File: src/shared/gdb_pkg.sv
// package for the banked gpio data path: register map and state layout
package gdb_pkg;
  localparam int GDB_PORTS = 64;
  localparam int GDB_BANKS = 8;
  localparam int GDB_ADDR_W = 12;
  // register indexes; byte address is four times the index
  localparam logic [7:0] GDB_IDX_BANK_ONE = 8'h4b;
  localparam logic [7:0] GDB_IDX_BANK_TWO = 8'h4c;
  localparam logic [7:0] GDB_IDX_BANK_THREE = 8'h4d;
  localparam logic [7:0] GDB_IDX_BANK_FOUR = 8'h4e;
  localparam logic [7:0] GDB_IDX_BANK_FIVE = 8'h4f;
  localparam logic [7:0] GDB_IDX_BANK_SIX = 8'h50;
  localparam logic [7:0] GDB_IDX_BANK_SEVEN = 8'h51;
  localparam logic [7:0] GDB_IDX_BANK_EIGHT = 8'h4a;
  localparam logic [7:0][7:0] GDB_BANK_IDX = {GDB_IDX_BANK_EIGHT,
    GDB_IDX_BANK_SEVEN, GDB_IDX_BANK_SIX, GDB_IDX_BANK_FIVE,
    GDB_IDX_BANK_FOUR, GDB_IDX_BANK_THREE, GDB_IDX_BANK_TWO,
    GDB_IDX_BANK_ONE};
  // reserved bit positions per bank, read zero and ignore writes
  localparam logic [7:0][7:0] GDB_BANK_RSVD = {8'h00, 8'h00, 8'hf8, 8'h00,
    8'hf0, 8'h00, 8'h00, 8'h00};
  // per-port configuration registers start here, one index per port
  localparam logic [7:0] GDB_IDX_CFG_BASE = 8'h80;
  // address bit that selects the configuration-space alias window
  localparam int GDB_WIN_BIT = 11;
  // configuration field positions
  localparam int GDB_CFG_DIR = 0;
  localparam int GDB_CFG_INV = 1;
  localparam int GDB_CFG_ODRAIN = 7;
  localparam logic [7:0] GDB_CFG_RST = 8'h01;
  localparam logic [63:0] GDB_DATA_RST = 64'h0;
  localparam logic [1:0] GDB_RESP_OKAY = 2'h0;
  localparam logic [1:0] GDB_RESP_SLVERR = 2'h2;

  typedef struct packed {
    logic [63:0][7:0] cfg;
    logic [63:0] data;
    logic aw_have;
    logic [GDB_ADDR_W-1:0] awaddr;
    logic w_have;
    logic [31:0] wdata;
    logic [3:0] wstrb;
    logic awready;
    logic wready;
    logic bvalid;
    logic [1:0] bresp;
    logic arready;
    logic rvalid;
    logic [31:0] rdata;
    logic [1:0] rresp;
    logic [63:0] pin_out;
    logic [63:0] pin_oe;
    logic [63:0] wake;
  } gdb_state_type;
endpackage

File: src/verilog/gdb_top.sv
// banked gpio data path with per-port configuration, axi4-lite slave
// Behaviour
// - every port owns one data bit and its own eight-bit config register.
// - port data bits sit at fixed positions in eight byte-wide banks.
// - reading an input port's bank bit returns the sampled pin level xor its config inversion bit.
// - a written bank bit of an output port is held and driven on the pin xor its inversion bit; open drain only pulls low.
// - bank contents latch at each access: reads snapshot, writes update.
// - all registers answer both in the runtime and the config window.
// - wakeup-capable ports feed a standby-powered wake input path.
// - config bit 0 picks direction, bit 1 inversion, bit 7 open drain.
`timescale 1ns/1ps
module gdb_top import gdb_pkg::*; #(
  parameter logic [63:0] WAKE_MASK = 64'hffffffffffffffff
) (
  input wire logic clk, // 125 mhz
  input wire logic rstn, // async, active low
  input wire logic [GDB_ADDR_W-1:0] s_axi_awaddr, // write address
  input wire logic s_axi_awvalid, // write address valid
  output logic s_axi_awready, // write address ready
  input wire logic [31:0] s_axi_wdata, // write data
  input wire logic [3:0] s_axi_wstrb, // byte strobes
  input wire logic s_axi_wvalid, // write data valid
  output logic s_axi_wready, // write data ready
  output logic [1:0] s_axi_bresp, // write response
  output logic s_axi_bvalid, // write response valid
  input wire logic s_axi_bready, // write response ready
  input wire logic [GDB_ADDR_W-1:0] s_axi_araddr, // read address
  input wire logic s_axi_arvalid, // read address valid
  output logic s_axi_arready, // read address ready
  output logic [31:0] s_axi_rdata, // read data
  output logic [1:0] s_axi_rresp, // read response
  output logic s_axi_rvalid, // read data valid
  input wire logic s_axi_rready, // read data ready
  input wire logic [63:0] pin_in, // pin levels
  output logic [63:0] pin_out, // pin drive level
  output logic [63:0] pin_oe, // pin drive enable, high drives
  output logic [63:0] wake_level // standby-well wake inputs
);
  gdb_state_type st_reg;
  gdb_state_type st_next;

  // fixed bank slots
  // bank lookup: {hit, bank number}
  function automatic logic [3:0] bank_sel(input logic [7:0] idx);
    logic [3:0] r;
    r = 4'h0;
    for (int b = 0; b < GDB_BANKS; b++) begin
      if (idx == GDB_BANK_IDX[b]) begin
        r = {1'b1, 3'(b)};
      end
    end
    return r;
  endfunction

  // read value of one bank: inputs from pins, outputs from held data
  function automatic logic [7:0] bank_val(input gdb_state_type s,
      input logic [2:0] b, input logic [63:0] pins);
    logic [7:0] v;
    logic [5:0] n;
    v = 8'h00;
    for (int i = 0; i < 8; i++) begin
      n = {b, 3'(i)};
      if (s.cfg[n][GDB_CFG_DIR]) begin
        v[i] = pins[n] ^ s.cfg[n][GDB_CFG_INV];
      end else begin
        v[i] = s.data[n];
      end
    end
    return v & ~GDB_BANK_RSVD[b];
  endfunction

  // next-state logic for bus, registers and pins
  always_comb begin
    logic [7:0] widx;
    logic [7:0] ridx;
    logic [3:0] wb;
    logic [3:0] rb;
    logic lvl;
    logic [2:0] wbn;
    widx = 8'h00;
    ridx = 8'h00;
    wb = 4'h0;
    rb = 4'h0;
    lvl = 1'b0;
    wbn = 3'h0;
    st_next = st_reg;
    // capture address and data in either order
    if (s_axi_awvalid && st_reg.awready) begin
      st_next.aw_have = 1'b1;
      st_next.awaddr = s_axi_awaddr;
    end
    if (s_axi_wvalid && st_reg.wready) begin
      st_next.w_have = 1'b1;
      st_next.wdata = s_axi_wdata;
      st_next.wstrb = s_axi_wstrb;
    end
    if (st_reg.bvalid && s_axi_bready) begin
      st_next.bvalid = 1'b0;
    end
    // window bit ignored in decode, both views alias
    widx = st_reg.awaddr[9:2];
    wb = bank_sel(widx);
    wbn = wb[2:0];
    if (st_reg.aw_have && st_reg.w_have && !st_reg.bvalid) begin
      st_next.aw_have = 1'b0;
      st_next.w_have = 1'b0;
      st_next.bvalid = 1'b1;
      st_next.bresp = GDB_RESP_OKAY;
      if (wb[3]) begin
        if (st_reg.wstrb[0]) begin
          for (int i = 0; i < 8; i++) begin
            if (!GDB_BANK_RSVD[wbn][i]) begin
              st_next.data[{wbn, 3'(i)}] = st_reg.wdata[i];
            end
          end
        end
      end else if (widx[7:6] == GDB_IDX_CFG_BASE[7:6]) begin
        if (st_reg.wstrb[0]) begin
          st_next.cfg[widx[5:0]] = st_reg.wdata[7:0];
        end
      end else begin
        st_next.bresp = GDB_RESP_SLVERR;
      end
    end
    st_next.awready = !st_next.aw_have;
    st_next.wready = !st_next.w_have;
    // read channel
    if (st_reg.rvalid && s_axi_rready) begin
      st_next.rvalid = 1'b0;
    end
    if (s_axi_arvalid && st_reg.arready) begin
      ridx = s_axi_araddr[9:2];
      rb = bank_sel(ridx);
      st_next.rvalid = 1'b1;
      st_next.rresp = GDB_RESP_OKAY;
      if (rb[3]) begin
        st_next.rdata = {24'h0, bank_val(st_reg, rb[2:0], pin_in)};
      end else if (ridx[7:6] == GDB_IDX_CFG_BASE[7:6]) begin
        st_next.rdata = {24'h0, st_reg.cfg[ridx[5:0]]};
      end else begin
        st_next.rdata = 32'h0;
        st_next.rresp = GDB_RESP_SLVERR;
      end
    end
    st_next.arready = !st_next.rvalid;
    // pin drivers follow the new data and config in the same edge
    for (int n = 0; n < GDB_PORTS; n++) begin
      lvl = st_next.data[n] ^ st_next.cfg[n][GDB_CFG_INV];
      if (st_next.cfg[n][GDB_CFG_DIR]) begin
        st_next.pin_out[n] = 1'b0;
        st_next.pin_oe[n] = 1'b0;
      end else if (st_next.cfg[n][GDB_CFG_ODRAIN]) begin
        st_next.pin_out[n] = 1'b0;
        st_next.pin_oe[n] = !lvl;
      end else begin
        st_next.pin_out[n] = lvl;
        st_next.pin_oe[n] = 1'b1;
      end
    end
    // wake path ignores direction, it sits on the standby well
    st_next.wake = pin_in & WAKE_MASK;
  end

  // state register
  always_ff @(posedge clk or negedge rstn) begin
    if (!rstn) begin
      st_reg <= '0;
      st_reg.cfg <= {GDB_PORTS{GDB_CFG_RST}};
      st_reg.data <= GDB_DATA_RST;
      st_reg.awready <= 1'b1;
      st_reg.wready <= 1'b1;
      st_reg.arready <= 1'b1;
    end else begin
      st_reg <= st_next;
    end
  end

  assign s_axi_awready = st_reg.awready;
  assign s_axi_wready = st_reg.wready;
  assign s_axi_bvalid = st_reg.bvalid;
  assign s_axi_bresp = st_reg.bresp;
  assign s_axi_arready = st_reg.arready;
  assign s_axi_rvalid = st_reg.rvalid;
  assign s_axi_rdata = st_reg.rdata;
  assign s_axi_rresp = st_reg.rresp;
  assign pin_out = st_reg.pin_out;
  assign pin_oe = st_reg.pin_oe;
  assign wake_level = st_reg.wake;
endmodule

File: config.mk
export PLATFORM = sky130hd
export DESIGN_NAME = gdb_top
export DESIGN_NICKNAME = d
export VERILOG_FILES = /design/src/shared/gdb_pkg.sv /design/src/verilog/gdb_top.sv
export SDC_FILE = /design/constraint.sdc
export NUM_CORES = 1
export LEC_CHECK = 0
export BUFFER_PORTS_ARGS = -buffer_cell sky130_fd_sc_hd__buf_4
export CAP_MARGIN = 40
export CORE_MARGIN = 4
export CORE_UTILIZATION = 55
export CTS_CLUSTER_SIZE = 24
export DETAILED_ROUTE_END_ITERATION = 10
export PLACE_DENSITY = 0.75
export SYNTH_ARGS = -nofsm -noshare
export SYNTH_HDL_FRONTEND = slang
export SYNTH_SLANG_ARGS = --single-unit
File: constraint.sdc
create_clock -name clk -period 2.85 [get_ports clk]
set_input_delay 0.285 -clock clk [delete_from_list [all_inputs] [get_ports clk]]
set_output_delay 0.285 -clock clk [all_outputs]
set_load 0.01 [all_outputs]
[Word level (Yosys, flattened, before mapping)]
Memories as Yosys holds them, arrays and structs flattened.
Index checks and enable logic that the tools add are counted.
Operators by class
  magnitude comparators: 29
  equality and inequality tests: 18
  multiplexer cells: 424
  bitwise gates (word level): 75
  reductions and logical operators: 86
Operators with widths (count)
  2-to-1 mux 64 bit: 31
  2-to-1 mux 512 bit: 3
  2-to-1 mux 577 bit: 1
  bitwise mux 512 bit: 1
  bitwise mux 64 bit: 8
  2-to-1 mux 1 bit: 307
  binary-select mux 8 bit (select 3 bit): 8
  == test 8 x 7 -> 1 bit (second input constant): 16
  < comparator 6 x 7 -> 1 bit (second input constant): 18
  XOR 1 bit: 72
  logical NOT 1 bit: 68
  2-to-1 mux 4 bit: 17
  greater-or-equal comparator 6 x 1 -> 1 bit (second input constant): 9
  binary-select mux 1 bit (select 3 bit): 16
  binary-select mux 8 bit (select 6 bit): 1
  demux 8 bit (select 6 bit): 1
  2-to-1 mux 8 bit: 5
  2-to-1 mux 37 bit: 1
  2-to-1 mux 35 bit: 1
  2-to-1 mux 32 bit: 1
  demux 1 bit (select 3 bit): 8
  2-to-1 mux 2 bit: 12
  logical AND 1 bit: 16
  2-to-1 mux 13 bit: 1
  other kinds (8): 10
Storage, ports and cells
  register bits: 859
  ROM bits: 128
  output and inout bits: 233
  logic and storage cells: 779
  memories kept: 2
Memories
  (name not given): depth 8, bits a word 8, rd ports 1, clocked after memory_dff 0, write ports 0, line gdb_top.sv:69  | return v & ~GDB_BANK_RSVD[b];
  (name not given): depth 8, bits a word 8, rd ports 1, clocked after memory_dff 0, write ports 0, line gdb_top.sv:112  | if (!GDB_BANK_RSVD[wbn][i]) begin

[Depth between registers and ports, before layout]
Gate-level depths: netlist (run 1).
  word-level depth: 57
  mapped depth: 11
  mapped depth without buffers: 7

[Worst setup path before layout (run 1)]
No wires, ideal clock.
  path type: register -> register
  start point: register st_reg (netlist bit s_axi_bvalid)
  end point: register st_reg (netlist bit pin_oe[50])
  arrival time: 2156 ps
  setup slack: 575 ps
  cell stages (with the launch flop): 10
  path buffers: 2
  path through: dfrtp_1 -> and4b_1 -> buf_4 -> nand2_2 -> or3_1 -> buf_6 -> nor2_8 -> mux2_4 -> xnor2_1 -> o21a_1
RTL lines
  start: declaration: line gdb_top.sv:39  | gdb_state_type st_reg;
  start signal: assignment: line gdb_top.sv:174  | st_reg <= st_next;

[Worst setup path after layout (run 1)]
  start point: input port s_axi_araddr[8]
  end point: register st_reg (netlist bit s_axi_rdata[2])
Between the ends
  cells in the longest elaborated chain, start to end: 17
  elaborated cells between the ends (all ways): 34
  classes of those cells: 9 x eq/ne; 21 x mux; 3 x bitwise; 1 x memory
Ends and longest elaborated chain
  start: declaration: line gdb_top.sv:27  | input wire logic [GDB_ADDR_W-1:0] s_axi_araddr,
  == test 8 x 7 -> 1 bit: line gdb_top.sv:48  | if (idx == GDB_BANK_IDX[b]) begin
  2-to-1 mux 4 bit (7 in series): line gdb_top.sv:48
  2-to-1 mux 4 bit: line gdb_top.sv:131  | if (s_axi_arvalid && st_reg.arready) begin
  binary-select mux 1 bit (select 3 bit) or binary-select mux 8 bit (select 3 bit) (tied branches): line gdb_top.sv:64, gdb_top.sv:63
  2-to-1 mux 1 bit (implied by the code) or 2-to-1 mux 2 bit (tied branches): line gdb_top.sv:64  | v[i] = pins[n] ^ s.cfg[n][GDB_CFG_INV];
  XOR 1 bit: line gdb_top.sv:64
  2-to-1 mux 1 bit: line gdb_top.sv:63  | if (s.cfg[n][GDB_CFG_DIR]) begin
  2-to-1 mux 1 bit: line gdb_top.sv:136  | if (rb[3]) begin
  2-to-1 mux 1 bit: line gdb_top.sv:131
  bitwise AND 8 bit: line gdb_top.sv:69
  2-to-1 mux 32 bit *: line gdb_top.sv:136
Every way passes the cells marked *; elsewhere a longest branch is shown, timed or not. The select of a mux whose other input is x is not followed.
A chain may end at the register's enable or synchronous reset.

==> impl_metrics.py, run 1 <==
metrics = {
    "status": {
        "status": "complete, no violations",
    },
    "clock_network": {
        "max-clock-path-buffers": 3,
        "cts_repair_resize_count": 0,
        "h_tree_level_count": 3,
        "ctsRootBufferMaster": "clkbuf_16",
        "cts-hold-fix-buffers": 85,
        "worst_setup_hold_path_clk_slew_ns": 0.06,
        "worst_skew_pair.late_latency_ns": 0.63,
        "clk_sink_count": 802,
        "cts_made_buffers": 83,
        "post-cts-setup-buffers": 0,
        "cts_tree": "done",
    },
    "logic_synthesis": {
        "netlist.area_leader.share_pct": 47.9,
        "synth_area_mm2": 0.0384,
        "synth_area_per_cell_um2": 13.0,
        "synthSimpleGateAreaFrac_pct": 7.34,
        "synth.yosys.seq_area_share_pct": 52.4,
        "post_synthesis_register_bit_count": 802,
        "synth_async_sr_flop_share_pct": 100,
        "synth_compound_area_share_pct": 4.93,
        "cell_taking_the_most_area_after_synthesis": "dfrtp_1",
        "synth_xor_xnor_area_share_pct": 3.36,
        "synth-adder-area-share_pct": 0,
        "synth_top_flop_cell": "dfrtp_1",
        "synth_enable_flop_cells": 0,
        "combinational_family_with_the_most_area_after_synthesis": "multiplexers",
        "yosys-mux-area-fraction_pct": 24.5,
        "warnings_from_yosys": 0,
        "synth_area_leaders": "dfrtp_1 (48%), mux2_2 (14%), mux4_2 (6.9%), buf_4 (4.7%), dfstp_2 (4.6%)",
        "post_synth_inst_count": 2949,
        "synth_cell_types": 77,
    },
    "detailed_routing": {
        "final_antenna_net_count": 0,
        "dr.first_iter.drc_count": 2068,
        "route.vias.total": 25200,
        "detailed_route_vias_per_instance": 5.91,
        "routed_wire_length_per_instance_um": 25.9,
        "wl_um": 110000,
        "drt_first_pass_iters": 7,
        "remaining_drc_errors": 0,
    },
    "layout": {
        "fillerInstances": 4938,
        "layout_common_cells": "dfrtp_1 (727), buf_4 (478), mux2_2 (462), nand2_1 (134), mux2i_1 (133)",
        "area_growth_pct": 17.3,
        "seq_area_mm2": 0.0202,
        "fin_nets": 3391,
        "share_of_final_layout_standard_cells_stronger_than_drive_strength_1_pct": 41.8,
        "multi_input_area_mm2": 0.0155,
        "commonest_non_fill_non_tap_cell_in_the_layout": "dfrtp_1",
        "final_util_pct": 65.4,
    },
    "timing": {
        "worst_clock_skew_ns": 0.0264,
        "finalCritPeriodShare_pct": 97.1,
        "slew_headroom_pct": 49.1,
        "final_period_minus_worst_setup_slack_ns": 2.77,
        "number_of_failing_setup_endpoints_in_the_final_timing_report": 0,
        "timing_worst_slew_pin_value_ns": 0.763,
        "timing.final.hold_violations": 0,
        "timing.setup.tns_ns": 0,
        "max_clk_rate_ghz": 0.361,
        "drv_slew": 0,
        "grt_setup_unrepaired": "no",
    },
    "power_and_ir_drop": {
        "power.density_mw_per_mm2": 713,
        "total_leakage_power_nw": 21.8,
        "total_power_mw": 32.2,
        "vdd_drop_max_mv": 0.628,
    },
    "global_route": {
        "grt_start_max_net_pins": 99,
        "grt_antenna_before_repair": 2,
        "first_global_vias": 26800,
        "grt_remaining_overflow": 0,
        "grt_first_pass_wirelength_um": 168000,
        "grt_util_all_layers_pct": 29.8,
    },
    "floorplan": {
        "pin_count": 364,
        "rows": 96,
        "die_x_um": 272,
        "floorplan.initialDensity_pct": 55.7,
        "fp.dieArea_mm2": 0.0742,
        "core_mm2": 0.0689,
        "die_h_um": 272,
    },
    "critical_path": {
        "worst-path-max-fanout": 23,
        "cp.required_ns": 3.40,
        "critPathLaunchType": "primary input",
        "timing.critical_path.arrival_ns": 3.31,
        "crit_type": "in -> reg",
        "endpoint_kind": "flip-flop",
    },
    "place": {
        "final_weighted_congestion_in_routability_driven_placement": 0.914,
        "portBuffers": 302,
        "detailedPlacementHpwl_um": 78300,
    },
    "min_path": {
        "hold_class": "in -> reg",
    },
    "run": {
        "timing.max_cap.violations": 0,
    },
}
==> final cells by class <==
cell class / count / share of cell area [%]
inverter: 111 / 0.924
sequential: 802 / 44.7
tap: 931 / 2.58
antenna: 1 / 0.00555
timing repair buffer: 587 / 10.9
clock inverter: 39 / 1.05
multi-input combinational: 1675 / 34.4
clock buffer: 115 / 5.44
==> kinds of logic after synthesis <==
family	after synthesis
AND/OR/NAND/NOR	494
XOR/XNOR	144
multiplexers	727
flip-flops	802
other	1
AO/OA/AOI/OAI	284
buffers and inverters	497
==> critical path: stages <==
cell and delay [ns]:
dlygate4sd3_1 0.58, buf_4 0.14, or3b_2 0.56, nor2_1 0.19, nand2_2 0.19, buf_4 0.32, a211oi_1 0.40, a211o_1 0.20
a31oi_1 0.11, buf_4 0.18, a31oi_1 0.12
==> Yosys cell counts (5+ instances only) <==
cell type  number
a211oi_1       16
a21oi_1        60
a22oi_1        33
a311oi_1        6
a31oi_1        19
and2_1          6
and3_1          8
buf_1           8
buf_2          42
buf_4         243
clkbuf_1       88
dfrtp_1       735
dfstp_2        67
inv_1         108
mux2_2        462
mux2_4         14
mux2i_1       133
mux4_2        118
nand2_1       135
nand2b_1       13
nand3_1        16
nand4_1        11
nor2_1        122
nor2_2         15
nor2_4         17
nor2_8         17
nor2b_1         8
nor3_1         66
nor3b_1         8
nor3b_2         6
nor4_1          6
o2111ai_1       5
o211ai_1       32
o21a_1         29
o21ai_0        46
o22ai_1         7
or3_1           9
xnor2_1       122
xor2_1         18
==> final timing paths <==
kind,start,to,slack (ns),depth (start not counted)
worst max-delay path,s_axi_araddr[8],s_axi_rdata[2],0.08,11
worst min-delay path,s_axi_araddr[9],s_axi_rdata[2],0.12,4
worst max register to register,s_axi_bvalid,pin_oe[37],0.17,8
worst min register to register,st_reg[326],st_reg[326],0.45,0
max in group asynchronous,rstn,st_reg[675],1.53,4
min in group asynchronous,rstn,st_reg[436],0.22,2
==> routing by layer <==
layer  wire [µm]  global-route usage (%)  up-vias
li1            -                       -    10800
met1       43700                    39.1    13100
met2       53600                    48.4     1022
met3        7900                    6.12      270
met4        5240                    12.9        0
met5           0                       0        -
==> through the flow <==
step | instance area, µm² | setup slack, ns | std cells | hold WS [ns]
finish | 45100 | 0.0831 | 4261 | 0.123
global route | 45100 | 0.0548 | 4260 | 0.120
CTS | 45100 | 0.191 | 4260 | 0.0869
detailed placement | 41300 | 0.0951 | 4021 | 0.315
global placement | 41300 | 0.157 | 4019 | 0.315
floorplan | 38500 | 0.575 | 2974 | -0.0106
==> where the power goes <==
| part | internal (mW) | switching [mW] | total [mW] | leakage (nW) |
|---|---|---|---|---|
| clock | 6.94 | 4.60 | 11.5 | 1.43 |
| combinational | 2.67 | 4.12 | 6.79 | 9.93 |
| sequential | 12.6 | 1.19 | 13.8 | 10.4 |
(Power assumes the default switching activity.)
==> run 2, diff against run 1 <==
clock period = 2.6 ns   (was 2.85 ns; I/O delays follow)
==> run 2 against run 1 <==
Sequential cell count stayed put; worst setup slack worse by 0.013 ns; critical path type is now reg -> reg; core utilization increased by 0.39 points; via count rose by 1.7%; sequential share of layout area down 0.26 points; largest cell class unchanged; cell count increased by 0.99%.
==> impl_metrics.py, run 2 (same netlist as run 1, synthesis figures left out) <==
metrics = {
    "timing": {
        "worst_clock_skew_ns": 0.0359,
        "max_clk_rate_ghz": 0.395,
        "drv_slew": 0,
        "finalHoldWorstSlack_ns": 0.0535,
        "timing.final.hold_violations": 0,
        "number_of_failing_setup_endpoints_in_the_final_timing_report": 0,
        "final_period_minus_worst_setup_slack_ns": 2.53,
        "timing_worst_slew_pin_value_ns": 0.813,
        "slew_headroom_pct": 45.8,
        "grt_setup_unrepaired": "no",
        "setup_slack_ns": 0.0698,
        "timing.setup.tns_ns": 0,
        "finalCritPeriodShare_pct": 97.3,
    },
    "clock_network": {
        "h_tree_level_count": 3,
        "cts_tree": "done",
        "worst_setup_hold_path_clk_slew_ns": 0.06,
        "worst_skew_pair.late_latency_ns": 0.65,
        "cts_made_buffers": 83,
        "max-clock-path-buffers": 3,
        "ctsRootBufferMaster": "clkbuf_16",
        "post-cts-setup-buffers": 0,
        "clk_sink_count": 802,
    },
    "detailed_routing": {
        "final_antenna_net_count": 0,
        "route.vias.total": 25600,
        "remaining_drc_errors": 0,
        "detailed_route_vias_per_instance": 5.96,
        "dr.first_iter.drc_count": 2495,
        "drt_first_pass_iters": 6,
        "routed_wire_length_per_instance_um": 26.0,
        "wl_um": 112000,
    },
    "critical_path": {
        "critPathLaunchType": "flip-flop",
        "worst-path-max-fanout": 8,
        "timing.critical_path.cells": "and4b_2, nand2_2, or3_1, buf_12, nor2_8, mux2_4, xnor2_1, o21a_1",
        "cpLargestDelayFamily": "simple AND/OR/NAND/NOR gates",
        "timing.critical_path.arrival_ns": 3.05,
        "endpoint_kind": "flip-flop",
        "crit_path_max_incr_delay_ns": 0.46,
        "crit_type": "reg -> reg",
        "cp.depth": 8,
        "path_buf_inv": 1,
        "cp.required_ns": 3.12,
        "number_of_cells_on_the_worst_reg_to_reg_path": 8,
        "r2r_setup_slk_ns": 0.07,
        "critical-path-slowest-cell": "dfrtp_1",
    },
    "layout": {
        "fin_nets": 3435,
        "area_growth_pct": 18.0,
        "final_design_area_no_fill_mm2": 0.0454,
        "fillerInstances": 4951,
        "commonest_non_fill_non_tap_cell_in_the_layout": "dfrtp_1",
        "share_of_final_layout_standard_cells_stronger_than_drive_strength_1_pct": 42.4,
        "stdcell_count": 4303,
        "layout_common_cells": "dfrtp_1 (726), buf_4 (508), mux2_2 (462), nand2_1 (134), mux2i_1 (133)",
        "final_util_pct": 65.8,
    },
    "global_route": {
        "grt_remaining_overflow": 0,
        "grt_antenna_before_repair": 3,
        "first_global_vias": 27300,
        "grt_util_all_layers_pct": 30.1,
        "grt_start_max_net_pins": 91,
        "grt_first_pass_wirelength_um": 170000,
    },
    "floorplan": {
        "die_h_um": 272,
        "fp.dieArea_mm2": 0.0742,
        "rows": 96,
        "floorplan.initialDensity_pct": 55.7,
        "core_mm2": 0.0689,
        "die_x_um": 272,
        "pin_count": 364,
    },
    "power_and_ir_drop": {
        "vdd_drop_max_mv": 0.610,
        "total_leakage_power_nw": 21.9,
        "total_power_mw": 34.4,
        "power.density_mw_per_mm2": 759,
    },
    "place": {
        "placed_cells": 4066,
        "dpl_cell_area_mm2": 0.0418,
        "dpl_worst_slack_ns": -0.212,
        "portBuffers": 302,
        "detailedPlacementHpwl_um": 80700,
        "final_weighted_congestion_in_routability_driven_placement": 0.947,
    },
    "min_path": {
        "min_delay_path_depth": 4,
        "hold_class": "in -> reg",
    },
    "run": {
        "timing.max_cap.violations": 0,
    },
    "status": {
        "status": "complete, no violations",
    },
}
## run 2: cell count changes in the layout (fill, tap and decap cells not counted), moves of 2 or more
cell        change
buf_12         +15
clkbuf_8        +3
clkbuf_16       -4
buf_4          +30
inv_6           +2
clkinv_8        +2
clkbuf_1       +11
bufinv_16       -8
clkinvlp_4      -8
## run 2: worst paths after layout
kind	startpoint	end
setup / recovery	st_reg[282]	pin_oe[26]
hold / removal	s_axi_araddr[8]	s_axi_rdata[0]
setup reg to reg	st_reg[282]	pin_oe[26]
hold reg to reg	st_reg[312]	st_reg[312]
max in group asynchronous	rstn	st_reg[451]
min in group asynchronous	rstn	wake_level[8]
## run 2: timing repair
item / 4_1_cts / 5_1_grt
pin swaps: 0 / 2
hold endpoints to repair: 127 / 0
setup endpoints to repair: 2 / 22
hold buffers: 84 / 0
gates resized for setup: 1 / 4
## run 2: power by group
group / switching [mW] / leakage, nW / total, mW / internal [mW]
Sequential: 1.43 / 10.4 / 15.3 / 13.9
Combinational: 4.51 / 10.2 / 7.47 / 2.97
Clock: 4.99 / 1.32 / 11.7 / 6.69
Total: 10.9 / 21.9 / 34.4 / 23.5
## run 2: tightest hold or removal path: cells and delay by family
family / cells / cell delay (ns)
AND/OR/NAND/NOR: 2 / 0.22
AO/OA/AOI/OAI: 1 / 0.07
buffers and inverters: 1 / 0.10
## run 2: layout make-up
class / instances / area [µm²] / share of cell area (%)
sequential: 802 / 20200 / 44.5
multi-input combinational: 1675 / 15500 / 34.3
timing repair buffer: 631 / 5410 / 11.9
clock buffer: 125 / 2430 / 5.37
tap: 931 / 1160 / 2.57
inverter: 111 / 417 / 0.919
clock inverter: 27 / 229 / 0.505
antenna: 1 / 2.50 / 0.00552
## run 2: routing by layer
metal | GRT usage (%) | wire [µm]
met1 | 39.2 | 43300
met2 | 49.6 | 54700
met3 | 6.43 | 8920
met4 | 12.3 | 4840
met5 | 0 | 51
